### src/idmt_pkg.sv
package idmt_pkg;

  // ****************************************************************
  // register map (byte addresses)
  // ****************************************************************
  localparam logic [7:0] IDMT_CTRL_ADDR   = 8'h00;
  localparam logic [7:0] IDMT_LIMP_ADDR   = 8'h04;
  localparam logic [7:0] IDMT_LIMS_ADDR   = 8'h08;
  localparam logic [7:0] IDMT_LIMT_ADDR   = 8'h0C;
  localparam logic [7:0] IDMT_TMS_ADDR    = 8'h10;
  localparam logic [7:0] IDMT_STAT_ADDR   = 8'h14;
  localparam logic [7:0] IDMT_ACK_ADDR    = 8'h18;
  localparam logic [7:0] IDMT_HEAT_ADDR   = 8'h1C;

  // ****************************************************************
  // field positions and reset values
  // ****************************************************************
  localparam int          IDMT_CTRL_GRP_LSB = 0;
  localparam int          IDMT_CTRL_ACT_BIT = 2;
  localparam int          IDMT_CTRL_EN_BIT  = 3;
  localparam int          IDMT_STAT_TRIP    = 0;
  localparam int          IDMT_STAT_LD      = 1;
  localparam int          IDMT_STAT_SD      = 2;
  localparam int          IDMT_STAT_OVER    = 3;
  localparam logic [3:0]  IDMT_CTRL_RST     = 4'h8;
  localparam logic [15:0] IDMT_LIM_RST      = 16'h03E8;
  localparam logic [15:0] IDMT_TMS_RST      = 16'h0024;

  // setting groups
  localparam logic [1:0]  IDMT_GRP_PRI      = 2'h0;
  localparam logic [1:0]  IDMT_GRP_SEC      = 2'h1;
  localparam logic [1:0]  IDMT_GRP_TER      = 2'h2;

  // ****************************************************************
  // arithmetic and timing
  // ****************************************************************
  localparam int          IDMT_FRAC         = 12;
  localparam int          IDMT_ACC_W        = 48;
  // ratio excess clamp 2.0 (300 % load): definite minimum time tms/4
  localparam logic [15:0] IDMT_QMAX         = 16'h2000;
  localparam int          IDMT_DECAY_SH     = 6;
  localparam longint      IDMT_CLK_HZ       = 50000000;
  localparam longint      IDMT_TICK_S       = 1;
  localparam int          IDMT_TICK_CYC     = int'(IDMT_CLK_HZ * IDMT_TICK_S);

  typedef enum logic [1:0] {IDMT_IDLE, IDMT_DIV, IDMT_ACC} idmt_state_e;

endpackage : idmt_pkg

### src/idmt_divider.sv
`timescale 1ns/1ns
module idmt_divider #(
  parameter int NW = 28,
  parameter int DW = 16
) (
  // clock and reset
  input  wire logic          mclk,
  input  wire logic          rstn,
  // request
  input  wire logic          start,
  input  wire logic [NW-1:0] num,
  input  wire logic [DW-1:0] den,
  // result
  output logic      [NW-1:0] quot,
  output logic               done
);

  // ****************************************************************
  // restoring division, one quotient bit per clock
  // ****************************************************************
  logic [NW-1:0] num_q;
  logic [DW:0]   rem_q;
  logic [DW-1:0] den_q;
  logic [5:0]    cnt_q;
  logic          busy_q;
  logic [DW:0]   trial;
  logic          fits;

  assign trial = {rem_q[DW-1:0], num_q[NW-1]};
  assign fits  = trial >= {1'b0, den_q};

  always_ff @(posedge mclk)
  begin
    if (!rstn)
    begin
      num_q  <= '0;
      rem_q  <= '0;
      den_q  <= '0;
      cnt_q  <= '0;
      busy_q <= 1'b0;
      quot   <= '0;
      done   <= 1'b0;
    end
    else
    begin
      done <= 1'b0;
      if (start && !busy_q)
      begin
        num_q  <= num;
        den_q  <= den;
        rem_q  <= '0;
        cnt_q  <= 6'(NW);
        busy_q <= 1'b1;
      end
      else if (busy_q)
      begin
        rem_q  <= fits ? trial - {1'b0, den_q} : trial;
        num_q  <= {num_q[NW-2:0], fits};
        cnt_q  <= cnt_q - 6'h01;
        if (cnt_q == 6'h01)
        begin
          busy_q <= 1'b0;
          done   <= 1'b1;
          quot   <= {num_q[NW-2:0], fits};
        end
      end
    end
  end

endmodule : idmt_divider

### src/idmt_overcurrent.sv
// Implementation choices: the register offsets and strobed register access.
`timescale 1ns/1ns
// Function
// - trip time equals multiplier over square of (current ratio minus one).
// - multiplier equals the trip time at twice the limit.
// - the current used is that of the most loaded phase.
// - at or below the limit the protection never trips.
// - beyond a current ceiling the trip time stays at its minimum.
// - heat of an earlier non-tripping overload shortens the next trip.
// - three limits; the selected group picks the limit used.
// - a setting picks load-dump or shutdown alarm on trip.
// - multiplier 36 gives 3600 s, 36 s, 9 s at 110, 200, 300 %.
module idmt_overcurrent
  import idmt_pkg::*;
#(
  parameter int IW       = 16,
  parameter int TICK_CYC = IDMT_TICK_CYC
) (
  // clock and reset
  input  wire logic          mclk,
  input  wire logic          rstn,
  // phase currents
  input  wire logic [IW-1:0] cur_l1,
  input  wire logic [IW-1:0] cur_l2,
  input  wire logic [IW-1:0] cur_l3,
  // register port
  input  wire logic [7:0]    reg_addr,
  input  wire logic [31:0]   reg_wdata,
  input  wire logic          reg_wr,
  input  wire logic          reg_rd,
  output logic      [31:0]   reg_rdata,
  // alarms
  output logic               loaddump_alarm_q,
  output logic               shutdown_alarm_q
);

  localparam int NW = IW + IDMT_FRAC;

  // ****************************************************************
  // registers
  // ****************************************************************
  logic [3:0]            ctrl_q;
  logic [IW-1:0]         lim_q [3];
  logic [15:0]           tms_q;
  logic                  trip_q;
  logic                  over_q;
  logic [IDMT_ACC_W-1:0] acc_q;
  logic [31:0]           tick_q;
  logic [IW-1:0]         imax_q;
  logic [IW-1:0]         iset_q;
  logic [15:0]           q_q;
  idmt_state_e           state_q;

  function automatic logic hit(input logic [7:0] a, input logic [7:0] r);
    hit = (a == r);
  endfunction : hit

  // ****************************************************************
  // selection and arithmetic
  // ****************************************************************
  logic [IW-1:0]         max12;
  logic [IW-1:0]         imax;
  logic [IW-1:0]         iset;
  logic [1:0]            grp;
  logic                  tick;
  logic                  above;
  logic [NW-1:0]         div_num;
  logic [NW-1:0]         div_quot;
  logic                  div_done;
  logic [15:0]           q_clamp;
  logic [31:0]           q_sq;
  logic [IDMT_ACC_W-1:0] acc_sum;
  logic [IDMT_ACC_W-1:0] trip_lvl;
  logic [IDMT_ACC_W-1:0] acc_decay;
  logic                  ack_wr;
  logic                  div_go;

  assign max12   = (cur_l1 > cur_l2) ? cur_l1 : cur_l2;
  assign imax    = (max12 > cur_l3) ? max12 : cur_l3;
  // group selects limit, unused code falls back to primary
  assign grp     = ctrl_q[IDMT_CTRL_GRP_LSB +: 2];
  assign iset    = (grp == IDMT_GRP_SEC) ? lim_q[1] :
                   (grp == IDMT_GRP_TER) ? lim_q[2] : lim_q[0];
  assign tick    = (tick_q == 32'(TICK_CYC - 1));
  assign above   = ctrl_q[IDMT_CTRL_EN_BIT] && (iset_q != '0)
                   && (imax_q > iset_q);
  assign div_num = NW'({imax_q - iset_q, {IDMT_FRAC{1'b0}}});
  // excess ratio clamped, fixing the minimum trip time
  assign q_clamp = (div_quot > NW'(IDMT_QMAX)) ? IDMT_QMAX
                                                : div_quot[15:0];
  // heat per second is the squared excess ratio
  assign q_sq    = q_q * q_q;
  // heat adds onto residual from earlier overloads
  assign acc_sum = acc_q + IDMT_ACC_W'(q_sq);
  // trip once the sum reaches multiplier seconds at unit ratio
  // 36 s multiplier, ratio 0.1 squared, gives 3600 ticks
  assign trip_lvl = IDMT_ACC_W'({tms_q, {(2*IDMT_FRAC){1'b0}}});
  // geometric cool-down while below the limit
  assign acc_decay = acc_q - (acc_q >> IDMT_DECAY_SH);
  assign ack_wr    = reg_wr && hit(reg_addr, IDMT_ACK_ADDR)
                     && reg_wdata[IDMT_STAT_TRIP];

  // drop start on done, else the divider reruns while idle
  assign div_go    = (state_q == IDMT_DIV) && !div_done;

  idmt_divider #(
    .NW (NW),
    .DW (IW)
  ) u_div (
    .mclk  (mclk),
    .rstn  (rstn),
    .start (div_go),
    .num   (div_num),
    .den   (iset_q),
    .quot  (div_quot),
    .done  (div_done)
  );

  // ****************************************************************
  // one-second evaluation sequence
  // ****************************************************************
  always_ff @(posedge mclk)
  begin
    if (!rstn)
    begin
      tick_q  <= '0;
      state_q <= IDMT_IDLE;
      imax_q  <= '0;
      iset_q  <= '0;
      q_q     <= '0;
      over_q  <= 1'b0;
      acc_q   <= '0;
    end
    else
    begin
      tick_q <= tick ? '0 : tick_q + 32'h1;
      case (state_q)
        IDMT_IDLE:
        begin
          if (tick)
          begin
            imax_q  <= imax;
            iset_q  <= iset;
            state_q <= IDMT_ACC;
          end
        end
        IDMT_ACC:
        begin
          over_q <= above;
          if (above)
            state_q <= IDMT_DIV;
          else
          begin
            acc_q   <= acc_decay;
            state_q <= IDMT_IDLE;
          end
        end
        IDMT_DIV:
        begin
          if (div_done)
          begin
            q_q     <= q_clamp;
            state_q <= IDMT_IDLE;
          end
        end
        default: state_q <= IDMT_IDLE;
      endcase
      // heat added one cycle after the quotient lands
      if (state_q == IDMT_IDLE && q_q != '0)
        acc_q <= (acc_sum > trip_lvl) ? trip_lvl : acc_sum;
      if (state_q == IDMT_IDLE && q_q != '0)
        q_q <= '0;
    end
  end

  // ****************************************************************
  // trip latch and alarms
  // ****************************************************************
  logic trip_now;
  assign trip_now = (acc_q >= trip_lvl) && (tms_q != '0) && over_q;

  always_ff @(posedge mclk)
  begin
    if (!rstn)
    begin
      trip_q           <= 1'b0;
      loaddump_alarm_q <= 1'b0;
      shutdown_alarm_q <= 1'b0;
    end
    else if (trip_now && !trip_q)
    begin
      trip_q           <= 1'b1;
      loaddump_alarm_q <= !ctrl_q[IDMT_CTRL_ACT_BIT];
      shutdown_alarm_q <= ctrl_q[IDMT_CTRL_ACT_BIT];
    end
    else if (ack_wr)
    begin
      trip_q           <= 1'b0;
      loaddump_alarm_q <= 1'b0;
      shutdown_alarm_q <= 1'b0;
    end
  end

  // ****************************************************************
  // register port
  // ****************************************************************
  always_ff @(posedge mclk)
  begin
    if (!rstn)
    begin
      ctrl_q <= IDMT_CTRL_RST;
      lim_q  <= '{default: IW'(IDMT_LIM_RST)};
      tms_q  <= IDMT_TMS_RST;
    end
    else if (reg_wr)
    begin
      if (hit(reg_addr, IDMT_CTRL_ADDR))
        ctrl_q <= reg_wdata[3:0];
      if (hit(reg_addr, IDMT_LIMP_ADDR))
        lim_q[0] <= reg_wdata[IW-1:0];
      if (hit(reg_addr, IDMT_LIMS_ADDR))
        lim_q[1] <= reg_wdata[IW-1:0];
      if (hit(reg_addr, IDMT_LIMT_ADDR))
        lim_q[2] <= reg_wdata[IW-1:0];
      if (hit(reg_addr, IDMT_TMS_ADDR))
        tms_q <= reg_wdata[15:0];
    end
  end

  logic [31:0] rd_mux;
  assign rd_mux =
    hit(reg_addr, IDMT_CTRL_ADDR) ? {28'h0, ctrl_q} :
    hit(reg_addr, IDMT_LIMP_ADDR) ? 32'(lim_q[0]) :
    hit(reg_addr, IDMT_LIMS_ADDR) ? 32'(lim_q[1]) :
    hit(reg_addr, IDMT_LIMT_ADDR) ? 32'(lim_q[2]) :
    hit(reg_addr, IDMT_TMS_ADDR)  ? {16'h0, tms_q} :
    hit(reg_addr, IDMT_STAT_ADDR) ? {28'h0, over_q, shutdown_alarm_q,
                                     loaddump_alarm_q, trip_q} :
    hit(reg_addr, IDMT_HEAT_ADDR) ? acc_q[IDMT_ACC_W-1 -: 32] :
    32'h0;

  // read data valid only in the cycle after the strobe
  always_ff @(posedge mclk)
  begin
    if (!rstn)
      reg_rdata <= '0;
    else
      reg_rdata <= reg_rd ? rd_mux : '0;
  end

endmodule : idmt_overcurrent

### config.mk
export PLATFORM = sky130hd
export DESIGN_NAME = idmt_overcurrent
export DESIGN_NICKNAME = d
export VERILOG_FILES = /design/src/idmt_pkg.sv /design/src/idmt_divider.sv /design/src/idmt_overcurrent.sv
export SDC_FILE = /design/constraint.sdc
export NUM_CORES = 2
export LEC_CHECK = 0
export ABC_AREA = 1
export BUFFER_PORTS_ARGS = -buffer_cell sky130_fd_sc_hd__buf_2
export CAP_MARGIN = 20
export CORE_ASPECT_RATIO = 0.8
export CORE_UTILIZATION = 50
export DETAILED_ROUTE_END_ITERATION = 6
export PLACE_DENSITY = 0.67
export SLEW_MARGIN = 20
export SYNTH_ARGS = -nofsm -noshare
export SYNTH_HDL_FRONTEND = slang
export SYNTH_SLANG_ARGS = --single-unit
### constraint.sdc
create_clock -name mclk -period 10.44 [get_ports mclk]
set_clock_uncertainty 0.2 [all_clocks]
set_input_delay 1.566 -clock mclk [delete_from_list [all_inputs] [get_ports mclk]]
set_output_delay 1.566 -clock mclk [all_outputs]
set_load 0.02 [all_outputs]
==> metrics.md <==
| Metric | Value |
|---|---|
| Max-slew violation count | `0` |
| WL/cell | `about 17 µm` |
| R2R cell count | `38` |
| Hold_sp | `tick_q[0]` |
| Synth Area in XOR/XNOR | `roughly 1.4%` |
| Asr flop ratio synth | `0%` |
| PD cells | `87.52 nW/µm²` |
| Layout cells sized above 1 | `7.464%` |
| Worst R2R End | `acc_q[21]` |
| Layout area overhead | `8.372%` |
| Cts hold-fix bufs | `0` |
| Psw | `around 0.64 mW` |
| H-tree depth | `2` |
| R2R Setup Slk | `0.61 ns` |
| Initial antenna violation count | `0` |
| Via density | `5.383` |
| Vias in the first global route | `25180` |
| CTS Sinks | `330` |
| Crit path largest cell delay | `0.88 ns` |
| Syn Area/Cell | `6.837 µm²` |
| Number of synthesized flops with an enable pin | `0` |
| Die Span X | `about 280 µm` |
| Synth warn | `0` |
| Measured slew at the worst slew-check pin | `between 1 and 1.5 ns` |
| Setup TNS | `0 ns` |
| Largest family of logic cells by synthesized area | `adder cells` |
| Switching share of power | `22.80%` |
| Register clock-pin slew on the reported worst setup and hold paths | `0.06 ns` |
| Unrepaired setup endpoints after global routing | `no` |
| F_max | `0.1017 GHz` |
| Routed Antenna Nets | `0` |
| Final wirelength | `86090 µm` |
| Slowest CP cell | `dfxtp_1` |
| Dpl ws | `just under 1 ns` |
| Top FF cell, synth | `dfxtp_1` |
| Die ar. | `about 60000 µm²` |
| Routed vias | `27940` |
| I/O pins | `126` |
| Startpoint Class | `flip-flop` |
| Post-cts sizing count | `0` |
| Yosys cell types | `61` |
| Adder-cell area share of the yosys netlist | `23.81%` |
| RR Startpoint | `q_q[6]` |
| Post-Synth Simple-Gate Area | `23.10%` |
| Leakage | `17.08 nW` |
| Post-CTS Setup Repair Bufs | `0` |
| Longest Clk Path Bufs | `3` |
| Worst Setup SP | `q_q[6]` |
| Post-synthesis compound-gate area fraction | `16.33%` |
| Cell Area, Synth | `roughly 30000 µm²` |
| Starting Density | `50.95%` |
| CTS tree | `yes` |
| Top cells by area, synth | `dfxtp_1, fa_1, nand2_1` |
| Multiplexer share of the synthesized area | `0.03777%` |
| Final HPWL DP | `68400 µm` |
| Worst setup margin | `0.6117 ns` |
| Fin crit period | `9.828 ns` |
| Pin count of the biggest net entering global routing | `87` |
| Top-count cell post-synth | `nand2_1` |
| Tcrit/Tclk final | `a little over nine tenths` |
| # fillers | `approximately 6000` |
| # rows | `79` |
| DRC | `0` |
| Worst-path maximum fanout | `24` |
| Critical path endpoint category | `flip-flop` |
| Core Util, Final | `55.22%` |
| Worst EP required | `10.75 ns` |
| Seq/Total Area, Yosys | `between 20% and 30%` |
| Worst min-delay path category | `flip-flop to flip-flop` |
| Synthesized flop and latch total | `330` |
| Combinational share of power | `4.1%` |
| Part of the power in registers | `between 40% and 50%` |
| Synth top cells by count | `nand2_1, inv_1, a21oi_1` |
| Gr ovfl total | `0` |
| Status | `finished, final reports clean` |
| Hold Vio Cnt, Final | `0` |
| DR iter-0 viols | `2694` |
| Gate Count Post-Synth | `4361` |
| Diodes inserted | `0` |
| Area post-placement | `30970 µm²` |
| Share of the synthesized area in the top cell type | `22.16%` |
| Relative slew slack | `roughly a third` |
| Critical path arrival | `10.13 ns` |
| Pre-Repair DR Iteration Count | `6` |
| Hold depth | `1` |
| Design Area, Final | `32310 µm²` |
| Clock Tree Root | `clkbuf_16` |
| Final setup viols | `0` |
| Die Ht | `about 220 µm` |
| Worst-Skew Late Latency | `0.57 ns` |
| Overall routing resource usage | `28.45%` |
| Worst Hold Endpoint | `tick_q[0]` |
| CTS Buf Count | `38` |
| Area leader, netlist | `dfxtp_1` |
| Core area | `58520 µm²` |
| Final #Nets | `4934` |
| I/O Buffers | `roughly 110` |
| Syn Nets | `between 4000 and 5000` |
| MaxCap Viol Count | `0` |
| VDD IR max | `about 0.00013 V` |
| RePlAce Congestion | `1.036` |
| Type of the worst setup path | `flip-flop to flip-flop` |
| First-pass GRT wire length | `136600 µm` |
| Pint | `2.183 mW` |
| Crit-path most repeated cell | `nand2_1` |
| Clock power frac | `51.3%` |
## state kept, by name (all words and copies together) (netlist names)
name and cells:
tick_q 32, u_div.cnt_q 6, q_q 16, state_q 2, u_div.num_q 28, acc_q 48, u_div.rem_q 16, loaddump_alarm_q 1
iset_q 16, u_div.busy_q 1, shutdown_alarm_q 1, trip_q 1, lim_q 48, ctrl_q 4, over_q 1, u_div.quot 28
u_div.den_q 16, u_div.done 1, imax_q 16, reg_rdata 32, tms_q 16
## how the worst max path moves through the flow
| stage | cells past startpoint | end | slack [ns] |
|---|---|---|---|
| floorplan | 36 | acc_q[12] | 3.00 |
| global placement | 36 | acc_q[21] | 1.04 |
| detailed placement | 38 | acc_q[17] | 0.97 |
| CTS | 38 | acc_q[17] | 0.94 |
| global route | 36 | acc_q[20] | 0.23 |
| finish | 38 | acc_q[21] | 0.61 |
## cells in the final DEF, fill, tap and decap left out, drive strengths merged, types with 2 or more instances in the layout
cell / count
nand2: 918
inv: 887
a21oi: 431
nor2: 331
dfxtp: 330
o21ai: 310
ha: 249
nand3: 227
fa: 199
buf: 137
clkbuf: 51
a31oi: 45
nand4: 41
nor3: 33
xor2: 28
nor4: 26
xnor2: 21
o211ai: 17
o22ai: 15
a21o: 13
nand3b: 13
o21a: 12
or2: 12
a211oi: 10
clkinv: 10
o21bai: 9
a21boi: 8
bufinv: 6
a31o: 5
o221ai: 5
and3: 4
and2: 3
nor3b: 2
a2111oi: 2
## critical path, delay by kind of cell (launching register included)
family	cells	cell delay, ns
compound gates	2	0.61
flops	1	0.88
simple gates	21	3.49
xor+xnor	1	0.25
buf+inv	6	0.32
fa+ha+maj	8	3.95
## logic make-up (layout without fill, tap and decap cells)
group                    after synthesis  in the layout
buffers and inverters               1032           1092
multiplexers                           1              1
flip-flops                           330            330
AND/OR/NAND/NOR                     1610           1610
adder cells (fa/ha/maj)              448            448
AO/OA/AOI/OAI                        891            891
XOR/XNOR                              49             49
## power by group through the flow
| stage | logic (mW) | registers, mW | clock network (mW) |
|---|---|---|---|
| after detailed placement | 0.115 | 1.29 | 0 |
| after CTS | 0.115 | 1.26 | 1.48 |
| after global routing | 0.132 | 1.26 | 1.52 |
| after floorplan | 0.0755 | 1.29 | 0 |
| after global placement | 0.114 | 1.29 | 0 |
| final | 0.116 | 1.26 | 1.45 |
## final cells by class
type | count | area (µm²) | area share [%]
clock inverters | 16 | 251.5 | 0.7783
well taps | 769 | 962.2 | 2.978
repair buffers | 137 | 758.2 | 2.347
multi-input cells | 2999 | 19310 | 59.75
inverters | 888 | 3333 | 10.32
flip-flops and latches | 330 | 6608 | 20.45
clock buffers | 51 | 1091 | 3.377
## stage by stage
stage / instances / total power [mW] / hold WS (ns)
finish: 5190 / 2.828 / 0.2465
detailed placement: 5123 / 1.404 / 0.2396
global route: 5190 / 2.917 / 0.2742
global placement: 5123 / 1.403 / 0.2307
CTS: 5190 / 2.852 / 0.2536
floorplan: 4361 / 1.365 / 0.2179
## layer usage
metal / GRT usage, % / routed length, µm
met3: 4.872 / 7431
met5: 0 / 0
met1: 42.44 / 40800
met4: 7.680 / 2188
met2: 41.94 / 35670
No activity file was read; power rests on OpenSTA's default activity.
